===== src/tic_cfg.svh =====
// Purpose : constants of the touch command slave
// Assumes : included by its bare name
// Notes   : definitions only
`ifndef TIC_CFG_SVH
`define TIC_CFG_SVH
// ==========================================================
// bus identity and command codes
`define TIC_I2C_ADDR   7'h38
`define TIC_CMD_STATUS 8'h02
`define TIC_CMD_XY     8'h03
`define TIC_CMD_MODE   8'hA4
`define TIC_CMD_FW     8'hA6
`define TIC_CMD_PANEL  8'hA8
`define TIC_CMD_RSVD   8'hD0
`define TIC_CMD_CFG_WR 8'hD1
`define TIC_CMD_CFG_RD 8'hD2
`define TIC_EVT_ONLY   8'h80
`define TIC_EVT_BIT    7
`define TIC_IDLE_BYTE  8'hFF
// ==========================================================
// configuration values and reset values
`define TIC_SCREEN_SELF 8'h00
`define TIC_SCREEN_MUT  8'h01
`define TIC_DIM_MIN     8'h03
`define TIC_DIM_MAX     8'h0A
`define TIC_DIM_DEF     8'h07
`define TIC_RANGE_MAX   10'h200
`define TIC_RANGE_DEF   10'h186
`define TIC_EE_BLANK    8'h00
`define TIC_EE_DONE     8'hAA
`define TIC_MODE_POLL   8'h00
`define TIC_MODE_TRIG   8'h01
`define TIC_CTRL_DEF    8'h00
// ==========================================================
// register indices, also the byte order of the config commands
`define TIC_REG_SCREEN 4'h0
`define TIC_REG_COLS   4'h1
`define TIC_REG_ROWS   4'h2
`define TIC_REG_XR_HI  4'h3
`define TIC_REG_XR_LO  4'h4
`define TIC_REG_YR_HI  4'h5
`define TIC_REG_YR_LO  4'h6
`define TIC_REG_CTRL   4'h7
`define TIC_REG_EE     4'h8
`define TIC_REG_MODE   4'h9
`define TIC_REG_STAT   4'hA
// ==========================================================
// timing
`define TIC_CLK_NS   10
`define TIC_PULSE_NS 50000
`define TIC_RATE_HZ  100
`endif


===== src/tic_pkg.sv =====
// Purpose : types of the touch command slave
// Assumes : nothing
// Notes   : constants live in tic_cfg.svh
package tic_pkg;
  typedef enum logic [2:0] {
    ST_IDLE   = 3'b000,
    ST_RX     = 3'b001,
    ST_RX_ACK = 3'b010,
    ST_TX     = 3'b011,
    ST_TX_ACK = 3'b100
  } tic_state_t;
  typedef struct packed {
    logic        valid;
    logic [15:0] x;
    logic [15:0] y;
  } tic_touch_t;
  typedef struct packed {
    logic [7:0] screen;
    logic [7:0] cols;
    logic [7:0] rows;
    logic [9:0] xrange;
    logic [9:0] yrange;
    logic [7:0] ctrl;
    logic [7:0] ee;
  } tic_cfg_t;
  typedef struct packed {
    logic [3:0] addr;
    logic [7:0] wdata;
    logic       wr;
    logic       rd;
  } tic_reg_req_t;
endpackage : tic_pkg


===== src/tic_touch_slave.sv =====
// Purpose : command interpreter behind the two-wire slave port of a touch controller
// Assumes : scl/sda from pins, touch data and register port on mclk_i
// Notes   : sda is open drain, sda_oe_o high pulls the line low
//
// Our own choices: the address-and-strobe port and the placing of the registers.
`timescale 1ns/1ps
`include "tic_cfg.svh"

module tic_touch_slave
  import tic_pkg::*;
#(
  parameter logic [7:0] FW_VERSION = 8'h5A, // arbitrary value
  parameter logic [7:0] PANEL_ID   = 8'hC3, // arbitrary value
  parameter int         PULSE_CYC  = `TIC_PULSE_NS / `TIC_CLK_NS,
  parameter int         PERIOD_CYC = 1000000000 / (`TIC_RATE_HZ * `TIC_CLK_NS)
)(
  input  wire logic         mclk_i,
  input  wire logic         reset_n_i,
  input  wire logic         scl_i,
  input  wire logic         sda_i,
  output logic              sda_o,
  output logic              sda_oe_o,
  output logic              int_n_o,
  input  wire tic_touch_t   touch_i,
  input  wire tic_reg_req_t reg_req_i,
  output logic [7:0]        reg_rdata_o
);
  localparam int CNT_W = $clog2(PERIOD_CYC + 1);

  // ==========================================================
  // functions
  function automatic logic [7:0] cfg_byte(input tic_cfg_t c, input logic [3:0] idx);
    logic [7:0] b;
    b = 8'h00;
    unique case (idx)
      `TIC_REG_SCREEN: b = c.screen;
      `TIC_REG_COLS:   b = c.cols;
      `TIC_REG_ROWS:   b = c.rows;
      `TIC_REG_XR_HI:  b = {6'h00, c.xrange[9:8]};
      `TIC_REG_XR_LO:  b = c.xrange[7:0];
      `TIC_REG_YR_HI:  b = {6'h00, c.yrange[9:8]};
      `TIC_REG_YR_LO:  b = c.yrange[7:0];
      `TIC_REG_CTRL:   b = c.ctrl;
      `TIC_REG_EE:     b = c.ee;
      default:         b = 8'h00;
    endcase
    return b;
  endfunction : cfg_byte

  function automatic logic dim_ok(input logic [7:0] v);
    return (v >= `TIC_DIM_MIN) && (v <= `TIC_DIM_MAX);
  endfunction : dim_ok

  // ==========================================================
  // pin synchronisers and bus conditions
  logic scl_m_q, scl_s_q, scl_p_q, sda_m_q, sda_s_q, sda_p_q;
  always_ff @(posedge mclk_i)
  begin
    if (!reset_n_i)
    begin
      {scl_m_q, scl_s_q, scl_p_q} <= 3'b111;
      {sda_m_q, sda_s_q, sda_p_q} <= 3'b111;
    end
    else
    begin
      {scl_m_q, scl_s_q, scl_p_q} <= {scl_i, scl_m_q, scl_s_q};
      {sda_m_q, sda_s_q, sda_p_q} <= {sda_i, sda_m_q, sda_s_q};
    end
  end
  logic scl_rise, scl_fall, bus_start, bus_stop;
  assign scl_rise  = scl_s_q & ~scl_p_q;
  assign scl_fall  = ~scl_s_q & scl_p_q;
  assign bus_start = scl_s_q & scl_p_q & sda_p_q & ~sda_s_q;
  assign bus_stop  = scl_s_q & scl_p_q & ~sda_p_q & sda_s_q;

  // ==========================================================
  // byte engine
  tic_state_t state_q;
  tic_cfg_t   cfg_q;
  logic [7:0] mode_q, cmd_q, sh_q, tx_q;
  logic [2:0] bit_q;
  logic [3:0] wr_idx_q, rd_idx_q;
  logic       addr_ph_q, rd_dir_q, ack_q, pos_second_q, xy_read_q, sda_oe_q, got8_q;
  logic [7:0] rx_byte;
  logic       rx_done, addr_match, ld_tx;
  assign rx_byte    = {sh_q[6:0], sda_s_q};
  assign rx_done    = (state_q == ST_RX) && scl_rise && (bit_q == 3'h7);
  assign addr_match = (rx_byte[7:1] == `TIC_I2C_ADDR);
  assign ld_tx      = scl_fall && (((state_q == ST_RX_ACK) && addr_ph_q && rd_dir_q)
                                || ((state_q == ST_TX_ACK) && ack_q));

  logic [7:0] resp;
  always_comb
  begin
    resp = `TIC_IDLE_BYTE;
    unique case (cmd_q)
      `TIC_CMD_STATUS: resp = {7'h00, touch_i.valid};
      `TIC_CMD_XY:
        if (pos_second_q)
          resp = `TIC_EVT_ONLY;
        else
          unique case (rd_idx_q)
            4'h0:    resp = {1'b1, touch_i.x[14:8]};
            4'h1:    resp = touch_i.x[7:0];
            4'h2:    resp = touch_i.y[15:8];
            4'h3:    resp = touch_i.y[7:0];
            default: resp = `TIC_IDLE_BYTE;
          endcase
      `TIC_CMD_FW:     resp = FW_VERSION;
      `TIC_CMD_PANEL:  resp = PANEL_ID;
      `TIC_CMD_CFG_RD: resp = cfg_byte(cfg_q, rd_idx_q);
      default:         resp = `TIC_IDLE_BYTE;
    endcase
  end

  // the device only ever answers; it never drives scl or a start
  always_ff @(posedge mclk_i)
  begin
    if (!reset_n_i)
    begin
      state_q   <= ST_IDLE;
      bit_q     <= 3'h0;
      sh_q      <= 8'h00;
      tx_q      <= 8'h00;
      sda_oe_q  <= 1'b0;
      addr_ph_q <= 1'b0;
      rd_dir_q  <= 1'b0;
      ack_q     <= 1'b0;
      got8_q    <= 1'b0;
    end
    else if (bus_start)
    begin
      state_q   <= ST_RX;
      bit_q     <= 3'h0;
      got8_q    <= 1'b0;
      addr_ph_q <= 1'b1;
      sda_oe_q  <= 1'b0;
    end
    else if (bus_stop)
    begin
      state_q  <= ST_IDLE;
      sda_oe_q <= 1'b0;
    end
    else
      unique case (state_q)
        ST_IDLE: sda_oe_q <= 1'b0;
        ST_RX:
        begin
          if (scl_rise)
          begin
            sh_q   <= rx_byte;
            bit_q  <= bit_q + 3'h1;
            got8_q <= rx_done;
            if (rx_done && addr_ph_q)
              rd_dir_q <= rx_byte[0];
            if (rx_done && addr_ph_q && !addr_match)
              state_q <= ST_IDLE;
          end
          // only a fall after the eighth bit opens the ack slot, not the start's fall
          else if (scl_fall && got8_q)
          begin
            got8_q   <= 1'b0;
            state_q  <= ST_RX_ACK;
            sda_oe_q <= 1'b1;
          end
        end
        ST_RX_ACK:
          if (scl_fall)
          begin
            addr_ph_q <= 1'b0;
            if (ld_tx)
            begin
              tx_q     <= resp;
              sda_oe_q <= ~resp[7];
              state_q  <= ST_TX;
            end
            else
            begin
              sda_oe_q <= 1'b0;
              state_q  <= ST_RX;
            end
          end
        ST_TX:
          if (scl_fall)
          begin
            bit_q <= bit_q + 3'h1;
            tx_q  <= {tx_q[6:0], 1'b0};
            if (bit_q == 3'h7)
            begin
              sda_oe_q <= 1'b0;
              state_q  <= ST_TX_ACK;
            end
            else
              sda_oe_q <= ~tx_q[6];
          end
        ST_TX_ACK:
          if (scl_rise)
            ack_q <= ~sda_s_q;
          else if (scl_fall)
          begin
            if (ld_tx)
            begin
              tx_q     <= resp;
              sda_oe_q <= ~resp[7];
              state_q  <= ST_TX;
            end
            else
              state_q <= ST_IDLE;
          end
      endcase
  end

  // ==========================================================
  // command tracking
  logic       wr_en;
  logic [3:0] wr_idx;
  logic [7:0] wr_data;
  logic [7:0] stage_q;
  always_ff @(posedge mclk_i)
  begin
    if (!reset_n_i)
    begin
      cmd_q        <= 8'h00;
      wr_idx_q     <= 4'h0;
      rd_idx_q     <= 4'h0;
      pos_second_q <= 1'b0;
      xy_read_q    <= 1'b0;
    end
    else
    begin
      if (rx_done && !addr_ph_q)
      begin
        if (wr_idx_q == 4'h0)
        begin
          cmd_q    <= rx_byte;
          rd_idx_q <= 4'h0;
        end
        wr_idx_q <= wr_idx_q + 4'h1;
      end
      if (bus_start || bus_stop)
      begin
        wr_idx_q  <= 4'h0;
        xy_read_q <= 1'b0;
        if (xy_read_q)
          pos_second_q <= ~pos_second_q;
      end
      if (ld_tx)
      begin
        rd_idx_q  <= rd_idx_q + 4'h1;
        xy_read_q <= (cmd_q == `TIC_CMD_XY);
      end
    end
  end

  // host config bytes win over a same-cycle register write
  always_comb
  begin
    wr_en   = 1'b0;
    wr_idx  = 4'h0;
    wr_data = rx_byte;
    if (rx_done && !addr_ph_q && wr_idx_q != 4'h0)
    begin
      wr_en  = (cmd_q == `TIC_CMD_CFG_WR) || (cmd_q == `TIC_CMD_MODE);
      wr_idx = (cmd_q == `TIC_CMD_MODE) ? `TIC_REG_MODE : wr_idx_q - 4'h1;
    end
    else if (reg_req_i.wr)
    begin
      wr_en   = 1'b1;
      wr_idx  = reg_req_i.addr;
      wr_data = reg_req_i.wdata;
    end
  end

  // ==========================================================
  // configuration store
  always_ff @(posedge mclk_i)
  begin
    if (!reset_n_i)
    begin
      cfg_q.screen <= `TIC_SCREEN_SELF;
      cfg_q.cols   <= `TIC_DIM_DEF;
      cfg_q.rows   <= `TIC_DIM_DEF;
      cfg_q.xrange <= `TIC_RANGE_DEF;
      cfg_q.yrange <= `TIC_RANGE_DEF;
      cfg_q.ctrl   <= `TIC_CTRL_DEF;
      cfg_q.ee     <= `TIC_EE_BLANK;
      mode_q       <= `TIC_MODE_POLL;
      stage_q      <= 8'h00;
    end
    else if (wr_en)
      unique case (wr_idx)
        // mutual capacitance is refused, the field keeps its value
        `TIC_REG_SCREEN: if (wr_data == `TIC_SCREEN_SELF) cfg_q.screen <= wr_data;
        `TIC_REG_COLS:   if (dim_ok(wr_data)) cfg_q.cols <= wr_data;
        `TIC_REG_ROWS:   if (dim_ok(wr_data)) cfg_q.rows <= wr_data;
        `TIC_REG_XR_HI,
        `TIC_REG_YR_HI:  stage_q <= wr_data;
        `TIC_REG_XR_LO:
          if ({stage_q, wr_data} <= {6'h00, `TIC_RANGE_MAX})
            cfg_q.xrange <= {stage_q[1:0], wr_data};
        `TIC_REG_YR_LO:
        begin
          if ({stage_q, wr_data} <= {6'h00, `TIC_RANGE_MAX})
            cfg_q.yrange <= {stage_q[1:0], wr_data};
          cfg_q.ee <= `TIC_EE_DONE;
        end
        `TIC_REG_CTRL:   if (reg_req_i.wr) cfg_q.ctrl <= wr_data;
        `TIC_REG_EE:
          if (wr_data == `TIC_EE_BLANK || wr_data == `TIC_EE_DONE)
            cfg_q.ee <= wr_data;
        `TIC_REG_MODE:
          if (wr_data == `TIC_MODE_POLL || wr_data == `TIC_MODE_TRIG)
            mode_q <= wr_data;
        default: ;
      endcase
  end

  // ==========================================================
  // touch interrupt
  logic [CNT_W-1:0] cnt_q;
  logic             touch_p_q, int_n_q;
  always_ff @(posedge mclk_i)
  begin
    if (!reset_n_i)
    begin
      cnt_q     <= '0;
      touch_p_q <= 1'b0;
      int_n_q   <= 1'b1;
    end
    else
    begin
      touch_p_q <= touch_i.valid;
      // the touch edge itself is cycle 0 of the period
      if (touch_i.valid && !touch_p_q)
        cnt_q <= CNT_W'(1);
      else if (cnt_q == CNT_W'(PERIOD_CYC - 1))
        cnt_q <= '0;
      else
        cnt_q <= cnt_q + 1'b1;
      if (mode_q == `TIC_MODE_TRIG)
        int_n_q <= ~(touch_i.valid && (touch_p_q ? (cnt_q < CNT_W'(PULSE_CYC))
                                                  : 1'b1));
      else
        int_n_q <= ~touch_i.valid;
    end
  end

  // ==========================================================
  // register read port
  logic [7:0] rdata_q;
  always_ff @(posedge mclk_i)
  begin
    if (!reset_n_i)
      rdata_q <= 8'h00;
    else if (reg_req_i.rd)
      unique case (reg_req_i.addr)
        `TIC_REG_MODE: rdata_q <= mode_q;
        `TIC_REG_STAT: rdata_q <= {4'h0, pos_second_q, state_q};
        default:       rdata_q <= cfg_byte(cfg_q, reg_req_i.addr);
      endcase
    else
      rdata_q <= 8'h00;
  end

  assign sda_o       = 1'b0 & sda_oe_q;
  assign sda_oe_o    = sda_oe_q;
  assign int_n_o     = int_n_q;
  assign reg_rdata_o = rdata_q;
endmodule : tic_touch_slave


===== config.mk =====
export PLATFORM = sky130hd
export DESIGN_NAME = tic_touch_slave
export DESIGN_NICKNAME = d
export VERILOG_FILES = /design/src/tic_pkg.sv /design/src/tic_touch_slave.sv
export VERILOG_INCLUDE_DIRS = /design/src
export SDC_FILE = /design/constraint.sdc
export NUM_CORES = 1
export LEC_CHECK = 0
export ABC_AREA = 1
export BUFFER_PORTS_ARGS = -buffer_cell sky130_fd_sc_hd__buf_2
export CORE_MARGIN = 3
export CORE_UTILIZATION = 53
export DETAILED_ROUTE_END_ITERATION = 6
export PLACE_DENSITY = 0.83
export SYNTH_ARGS = -nofsm -noshare
export SYNTH_HDL_FRONTEND = slang
export SYNTH_SLANG_ARGS = --single-unit

===== constraint.sdc =====
create_clock -name mclk_i -period 3.05 [get_ports mclk_i]
set_clock_uncertainty 0.1 [all_clocks]
set_input_delay 0.61 -clock mclk_i [delete_from_list [all_inputs] [get_ports mclk_i]]
set_output_delay 0.61 -clock mclk_i [all_outputs]
set_load 0.03 [all_outputs]

==> metrics.yaml, run 1 <==
fin_ws_ps: 253.3
max_stage_delay_ps: 340
synth_edf_count: 0
numCtsBuffers: 17
first_global_vias: 7529
via_per_inst: 5.791
drive_above_1_share_pct: 13.05
start_util_pct: 55.06
drtPass1Iterations: 7
path_class: "register to register"
max_cap_violations: 0
grt_pass1_wl_um: 36770
stdcell_count: 1441
synth_xor_area_share_pct: 0.8593
holdCritPathClass: "input pin to register"
ys_warn_count: 0
crit_path_frequent_cell: "nand2_1"
grt.total_usage_pct: 27.46
placed_cells: 1409
avgRoutedWirePerCell_um: 15.90
startpoint: "bit_q[0]"
port_buffers: 59
antenna_found_initial: 0
fin_nets: 1306
reg2reg_slack_ps: 250
synth_top_family_by_area: "simple AND/OR/NAND/NOR gates"
finalMaxSlewViolations: 0
post-synth-top-area-cell: "dfxtp_1"
synth_fp_nets: 1238
endpoint: "cfg_q[25]"
cts_buffer_depth: 2
rows: 44
cts_htree_levels: 4
core_area_um2: 14810
cp_max_fo: 14
cp_cell_sequence: "ha_1 -> ha_2 -> inv_1 -> nor3_2 -> nand4_1 -> nand2_1 -> inv_1 -> nand3_1 -> nor2_1 -> nand2_1 -> nand2_2 -> buf_4 -> nand4_1 -> nand2_1 -> nor2_1"
synth_top_area_share_pct: 38.05
fmax_mhz: 357.6
ys_ff_latch: 155
dpl-instance-area_um2: 8656
synth_area_um2: 8154
rr_worst_depth: 15
p_total_mw: 4.834
tightest_slew_ps: 726.6
die_area_um2: 16910
path_clk_slew_ps: 60
synth_async_sr_flop_share_pct: 0
setup_viol: 0
io_pins: 62
grt_max_degree: 46
fin_crit_ps: 2797
slew_headroom_pct: 51.43
clkSinkCount: 155
dp_hpwl_um: 16730
hold_violations: 0
synth-compound-area-share_pct: 18.00
post_synth_mux_area_share_pct: 0
clock_latency_ps: 440
postRouteAntennaNets: 0
antenna_cells: 0
yosys.area_share.adder_pct: 1.534
ys_seq_area_share_pct: 38.05
cp-end-kind: "register"
pwr_density_cell_nw_per_um2: 518.9
cts-root-buf: "clkbuf_16"
period_share_pct: 91.69
regToRegStartpoint: "bit_q[0]"
design_area_um2: 9315
violations: "DRC"
die_w_um: 130.0
grt_overflow: 0
vias: 8345
avgSynthCellArea_um2: 6.928
fill_cells: 1329
startpoint_type: "register"
p_leak_nw: 4.003
place_congestion: 1.010
setup-tns-final_ps: 0
dpl_worst_slack_ps: 172.2
slowest_stage: "dfxtp_1"
synthTopCellsByArea: "dfxtp_1 38%, nand2_1 11%, inv_1 7.4%"
synthSimpleGateAreaFrac_pct: 31.23
cts_setup_buffers: 0
rsz0062_at_grt: "no"
drt-initial-drc-count: 922
outcome: "finished with violations"
yosysUniqueCellTypes: 53
routed_wl_um: 22910
r2r_end: "cfg_q[25]"
area_delta_synth_final_pct: 14.24
irDropWorstVdd_mv: 0.4368
syn_inst: 1177
required_ps: 3310
cts_tree: "done"
critPathArrivalTime_ps: 3050
synth_flop_cell: "dfxtp_1"
die-height_um: 130.0
drc: 4
sequential cells by signal, indices dropped and copies added, names as in the netlist, 3 cells and up:
name,flops
bit_q,3
cfg_q,60
cmd_q,8
cnt_q,20
mode_q,8
rd_idx_q,4
reg_rdata_o,8
sh_q,7
stage_q,8
state_q,3
tx_q,7
wr_idx_q,4
metal layers:
metal	part of all wire (%)	global-route usage [%]
met2	46	44.30
met3	7.6	5.362
met5	0	0
met4	3.5	12.04
met1	43	35.84
cells in the mapped netlist, types with 8 or more instances:
| master | count |
|---|---|
| nand2_1 | 242 |
| inv_1 | 160 |
| dfxtp_1 | 155 |
| nor2_1 | 119 |
| a21oi_1 | 97 |
| nand3_1 | 77 |
| o21ai_0 | 60 |
| nand4_1 | 50 |
| o22ai_1 | 27 |
| nor3_1 | 23 |
| clkbuf_1 | 20 |
| a221oi_1 | 11 |
| ha_1 | 10 |
| or2_2 | 10 |
| inv_2 | 9 |
| a211oi_1 | 8 |
| nor4_1 | 8 |
logic make-up after synthesis:
group / after synthesis
AND/OR/NAND/NOR: 554
AO/OA/AOI/OAI: 243
buffers and inverters: 206
flip-flops: 155
adder cells (fa/ha/maj): 10
XOR/XNOR: 8
other: 1
layout make-up:
class | instances | area [um2] | share of cell area [%]
tap | 184 | 230.2 | 2.471
clock inverter | 8 | 132.6 | 1.424
clock buffer | 23 | 488.0 | 5.238
sequential | 155 | 3103 | 33.31
multi-input combinational | 817 | 4252 | 45.64
timing repair buffer | 81 | 460.4 | 4.943
inverter | 173 | 649.4 | 6.971
stage by stage:
stage               hold WS [ps]  utilization (%)
floorplan                  292.5                -
global placement           296.4            58.45
detailed placement         304.4            58.45
CTS                        246.6            62.64
global route               257.1            62.90
finish                     251.2            62.90
power breakdown:
part	leakage (nW)	internal, mW	switching [mW]
sequential	1.25	2.08	0.0382
clock	0.300	1.38	0.850
combinational	2.45	0.158	0.335
total	4.00	3.61	1.22
critical path, delay by kind of cell (launching register included):
family | cells | cell delay, ps
adders and majority gates | 2 | 480
buffers and inverters | 3 | 480
DFF | 1 | 340
and+or+nand+nor | 10 | 1310
cell usage in the layout, fill, tap and decap left out, types with 8 or more instances in the layout:
| cell | netlist | routed |
|---|---|---|
| nand2_1 | 242 | 242 |
| inv_1 | 160 | 160 |
| dfxtp_1 | 155 | 155 |
| nor2_1 | 119 | 119 |
| a21oi_1 | 97 | 97 |
| nand3_1 | 77 | 75 |
| o21ai_0 | 60 | 59 |
| buf_2 | 3 | 59 |
| nand4_1 | 50 | 50 |
| o22ai_1 | 27 | 27 |
| nor3_1 | 23 | 22 |
| buf_4 | 5 | 22 |
| clkbuf_16 | 0 | 17 |
| a221oi_1 | 11 | 11 |
| or2_2 | 10 | 10 |
| inv_2 | 9 | 9 |
| ha_1 | 10 | 9 |
| a211oi_1 | 8 | 8 |
| nor4_1 | 8 | 8 |
how the worst min path moves through the flow:
stage / cells after the start / endpoint / startpoint
floorplan: 1 / scl_s_q / scl_m_q
finish: 2 / scl_m_q / scl_i
global route: 2 / scl_m_q / scl_i
detailed placement: 1 / sda_s_q / sda_m_q
global placement: 1 / sda_s_q / sda_m_q
CTS: 2 / scl_m_q / scl_i
timing repair:
action                                  in CTS  in global routing
gates resized for setup                      0                  6
hold endpoints to repair                     0                  0
endpoints found under the setup margin       0                 47
hold buffers                                 0                  0
Power figures use the tool's default switching activity.
==> run 2: changes to the inputs <==
==> constraint.sdc (replaced) <==
create_clock -name mclk_i -period 3.05 [get_ports mclk_i]
set_clock_uncertainty 0.1 [all_clocks]
set_input_delay 0.7625 -clock mclk_i [delete_from_list [all_inputs] [get_ports mclk_i]]
set_output_delay 0.7625 -clock mclk_i [all_outputs]
set_load 0.03 [all_outputs]
==> metrics.yaml, run 2 (synthesis gave the netlist of run 1 again) <==
dp_hpwl_um: 16880
rsz0062_at_grt: "no"
core_area_um2: 14810
final_common_cell: "nand2_1"
cp-end-kind: "register"
max_cap_violations: 0
cts_htree_levels: 4
required_ps: 3250
die-height_um: 130.0
area_delta_synth_final_pct: 14.50
p_sw_mw: 1.280
max_stage_delay_ps: 360
pwr-share-seq_pct: 42.4
slowest_stage: "dfxtp_1"
p_total_mw: 4.984
grt.total_usage_pct: 27.35
finalMaxSlewViolations: 0
start_util_pct: 55.06
combPwrFrac_pct: 10.0
tightest_slew_ps: 602.9
via_per_inst: 5.842
cts_tree: "done"
io_pins: 62
p_int_mw: 3.705
holdWs_ps: 330.7
cp_max_fo: 8
slew_headroom_pct: 58.77
critPathArrivalTime_ps: 2990
pwr_density_cell_nw_per_um2: 533.9
drive_above_1_share_pct: 13.06
p_leak_nw: 4.019
fmax_mhz: 358.3
setup_viol: 0
grt_pass1_wl_um: 36740
setup-tns-final_ps: 0
drc: 0
clkPwrFrac_pct: 47.6
die_area_um2: 16910
final_cell_mix: "242 x nand2_1, 160 x inv_1, 155 x dfxtp_1"
fin_nets: 1304
clkSinkCount: 155
dpl_worst_slack_ps: 141.5
drtPass1Iterations: 5
drt-initial-drc-count: 955
fin_ws_ps: 258.9
vias: 8413
path_clk_slew_ps: 60
place_congestion: 0.9800
numCtsBuffers: 17
port_buffers: 59
largest_register_ffs: 60
clock_latency_ps: 430
biggestRegsByFlops: "cfg_q (60), cnt_q (20)"
cts-root-buf: "clkbuf_16"
hold_buffers: 0
path_class: "register to register"
finish.utilization_pct: 63.04
die_w_um: 130.0
switching_share_pct: 25.68
grt_max_degree: 46
period_share_pct: 91.51
avgRoutedWirePerCell_um: 16.12
fin_crit_ps: 2791
cp_cell_sequence: "ha_1 -> ha_2 -> inv_1 -> nor3_1 -> nand4_1 -> nand2_1 -> inv_1 -> nand3_1 -> nor2_1 -> nand2_1 -> nand2_2 -> buf_4 -> nand4_1 -> nand3_1"
antenna_found_initial: 0
grt_overflow: 0
irDropWorstVdd_mv: 0.4873
holdCritPathClass: "register to register"
cts_buffer_depth: 2
antenna_cells: 0
postRouteAntennaNets: 0
routed_wl_um: 23220
outcome: "completed"
largest_register: "cfg_q"
hold_violations: 0
rows: 44
startpoint_type: "register"
first_global_vias: 7613
run 2: cell types whose count changed in the layout (fill, tap and decap cells not counted), sizes merged:
cell and change:
buf -2, clkbuf -6, bufinv +2, clkinv +3
clkinvlp -1, inv +3
run 2: path summary, 6_finish.rpt:
| kind | start | end | slack [ps] | depth (start not counted) |
|---|---|---|---|---|
| min | sda_m_q | sda_s_q | 330 | 1 |
| min reg2reg | sda_m_q | sda_s_q | 330 | 1 |
| max | bit_q[0] | cfg_q[33] | 260 | 14 |
| max reg2reg | bit_q[0] | cfg_q[33] | 260 | 14 |
run 2: through the flow:
stage / instances / instance area, um2
floorplan: 1177 / 8154
global placement: 1407 / 8641
detailed placement: 1407 / 8641
CTS: 1439 / 9303
global route: 1440 / 9336
finish: 1440 / 9336
run 2: power groups by stage:
stage | clock (mW) | combinational, mW | sequential, mW
after CTS | 2.38 | 0.486 | 2.11
after floorplan | 0 | 0.338 | 2.16
final | 2.37 | 0.499 | 2.11
after detailed placement | 0 | 0.482 | 2.16
after global placement | 0 | 0.470 | 2.16
after global routing | 2.48 | 0.552 | 2.12
run 2: cell type report:
type	instances	area, um2
Clock buffer	17	425.4
Fill cell	1316	5473
Clock inverter	15	236.5
Timing Repair Buffer	79	445.4
Sequential cell	155	3103
Multi-Input combinational cell	817	4247
Inverter	173	649.4
Tap cell	184	230.2
run 2: what timing repair did:
item,in CTS,in global routing
endpoints found under the hold margin,0,0
setup buffers,0,0
setup endpoints to repair,0,58
gates resized for setup,0,5
run 2: metal layers:
| layer | track usage, % | vias up | wire length (um) |
|---|---|---|---|
| li1 | - | 4082 | - |
| met1 | 36.15 | 3839 | 9777 |
| met2 | 43.27 | 407 | 10650 |
| met3 | 5.731 | 85 | 1894 |
| met4 | 12.04 | 0 | 895 |
| met5 | 0 | - | 0 |
run 2: worst max-delay path: cells and delay by family, from the launching register on:
family / cells / cell delay (ps)
adder cells (fa/ha/maj): 2 / 480
buffers and inverters: 3 / 430
flip-flops: 1 / 360
AND/OR/NAND/NOR: 9 / 1300
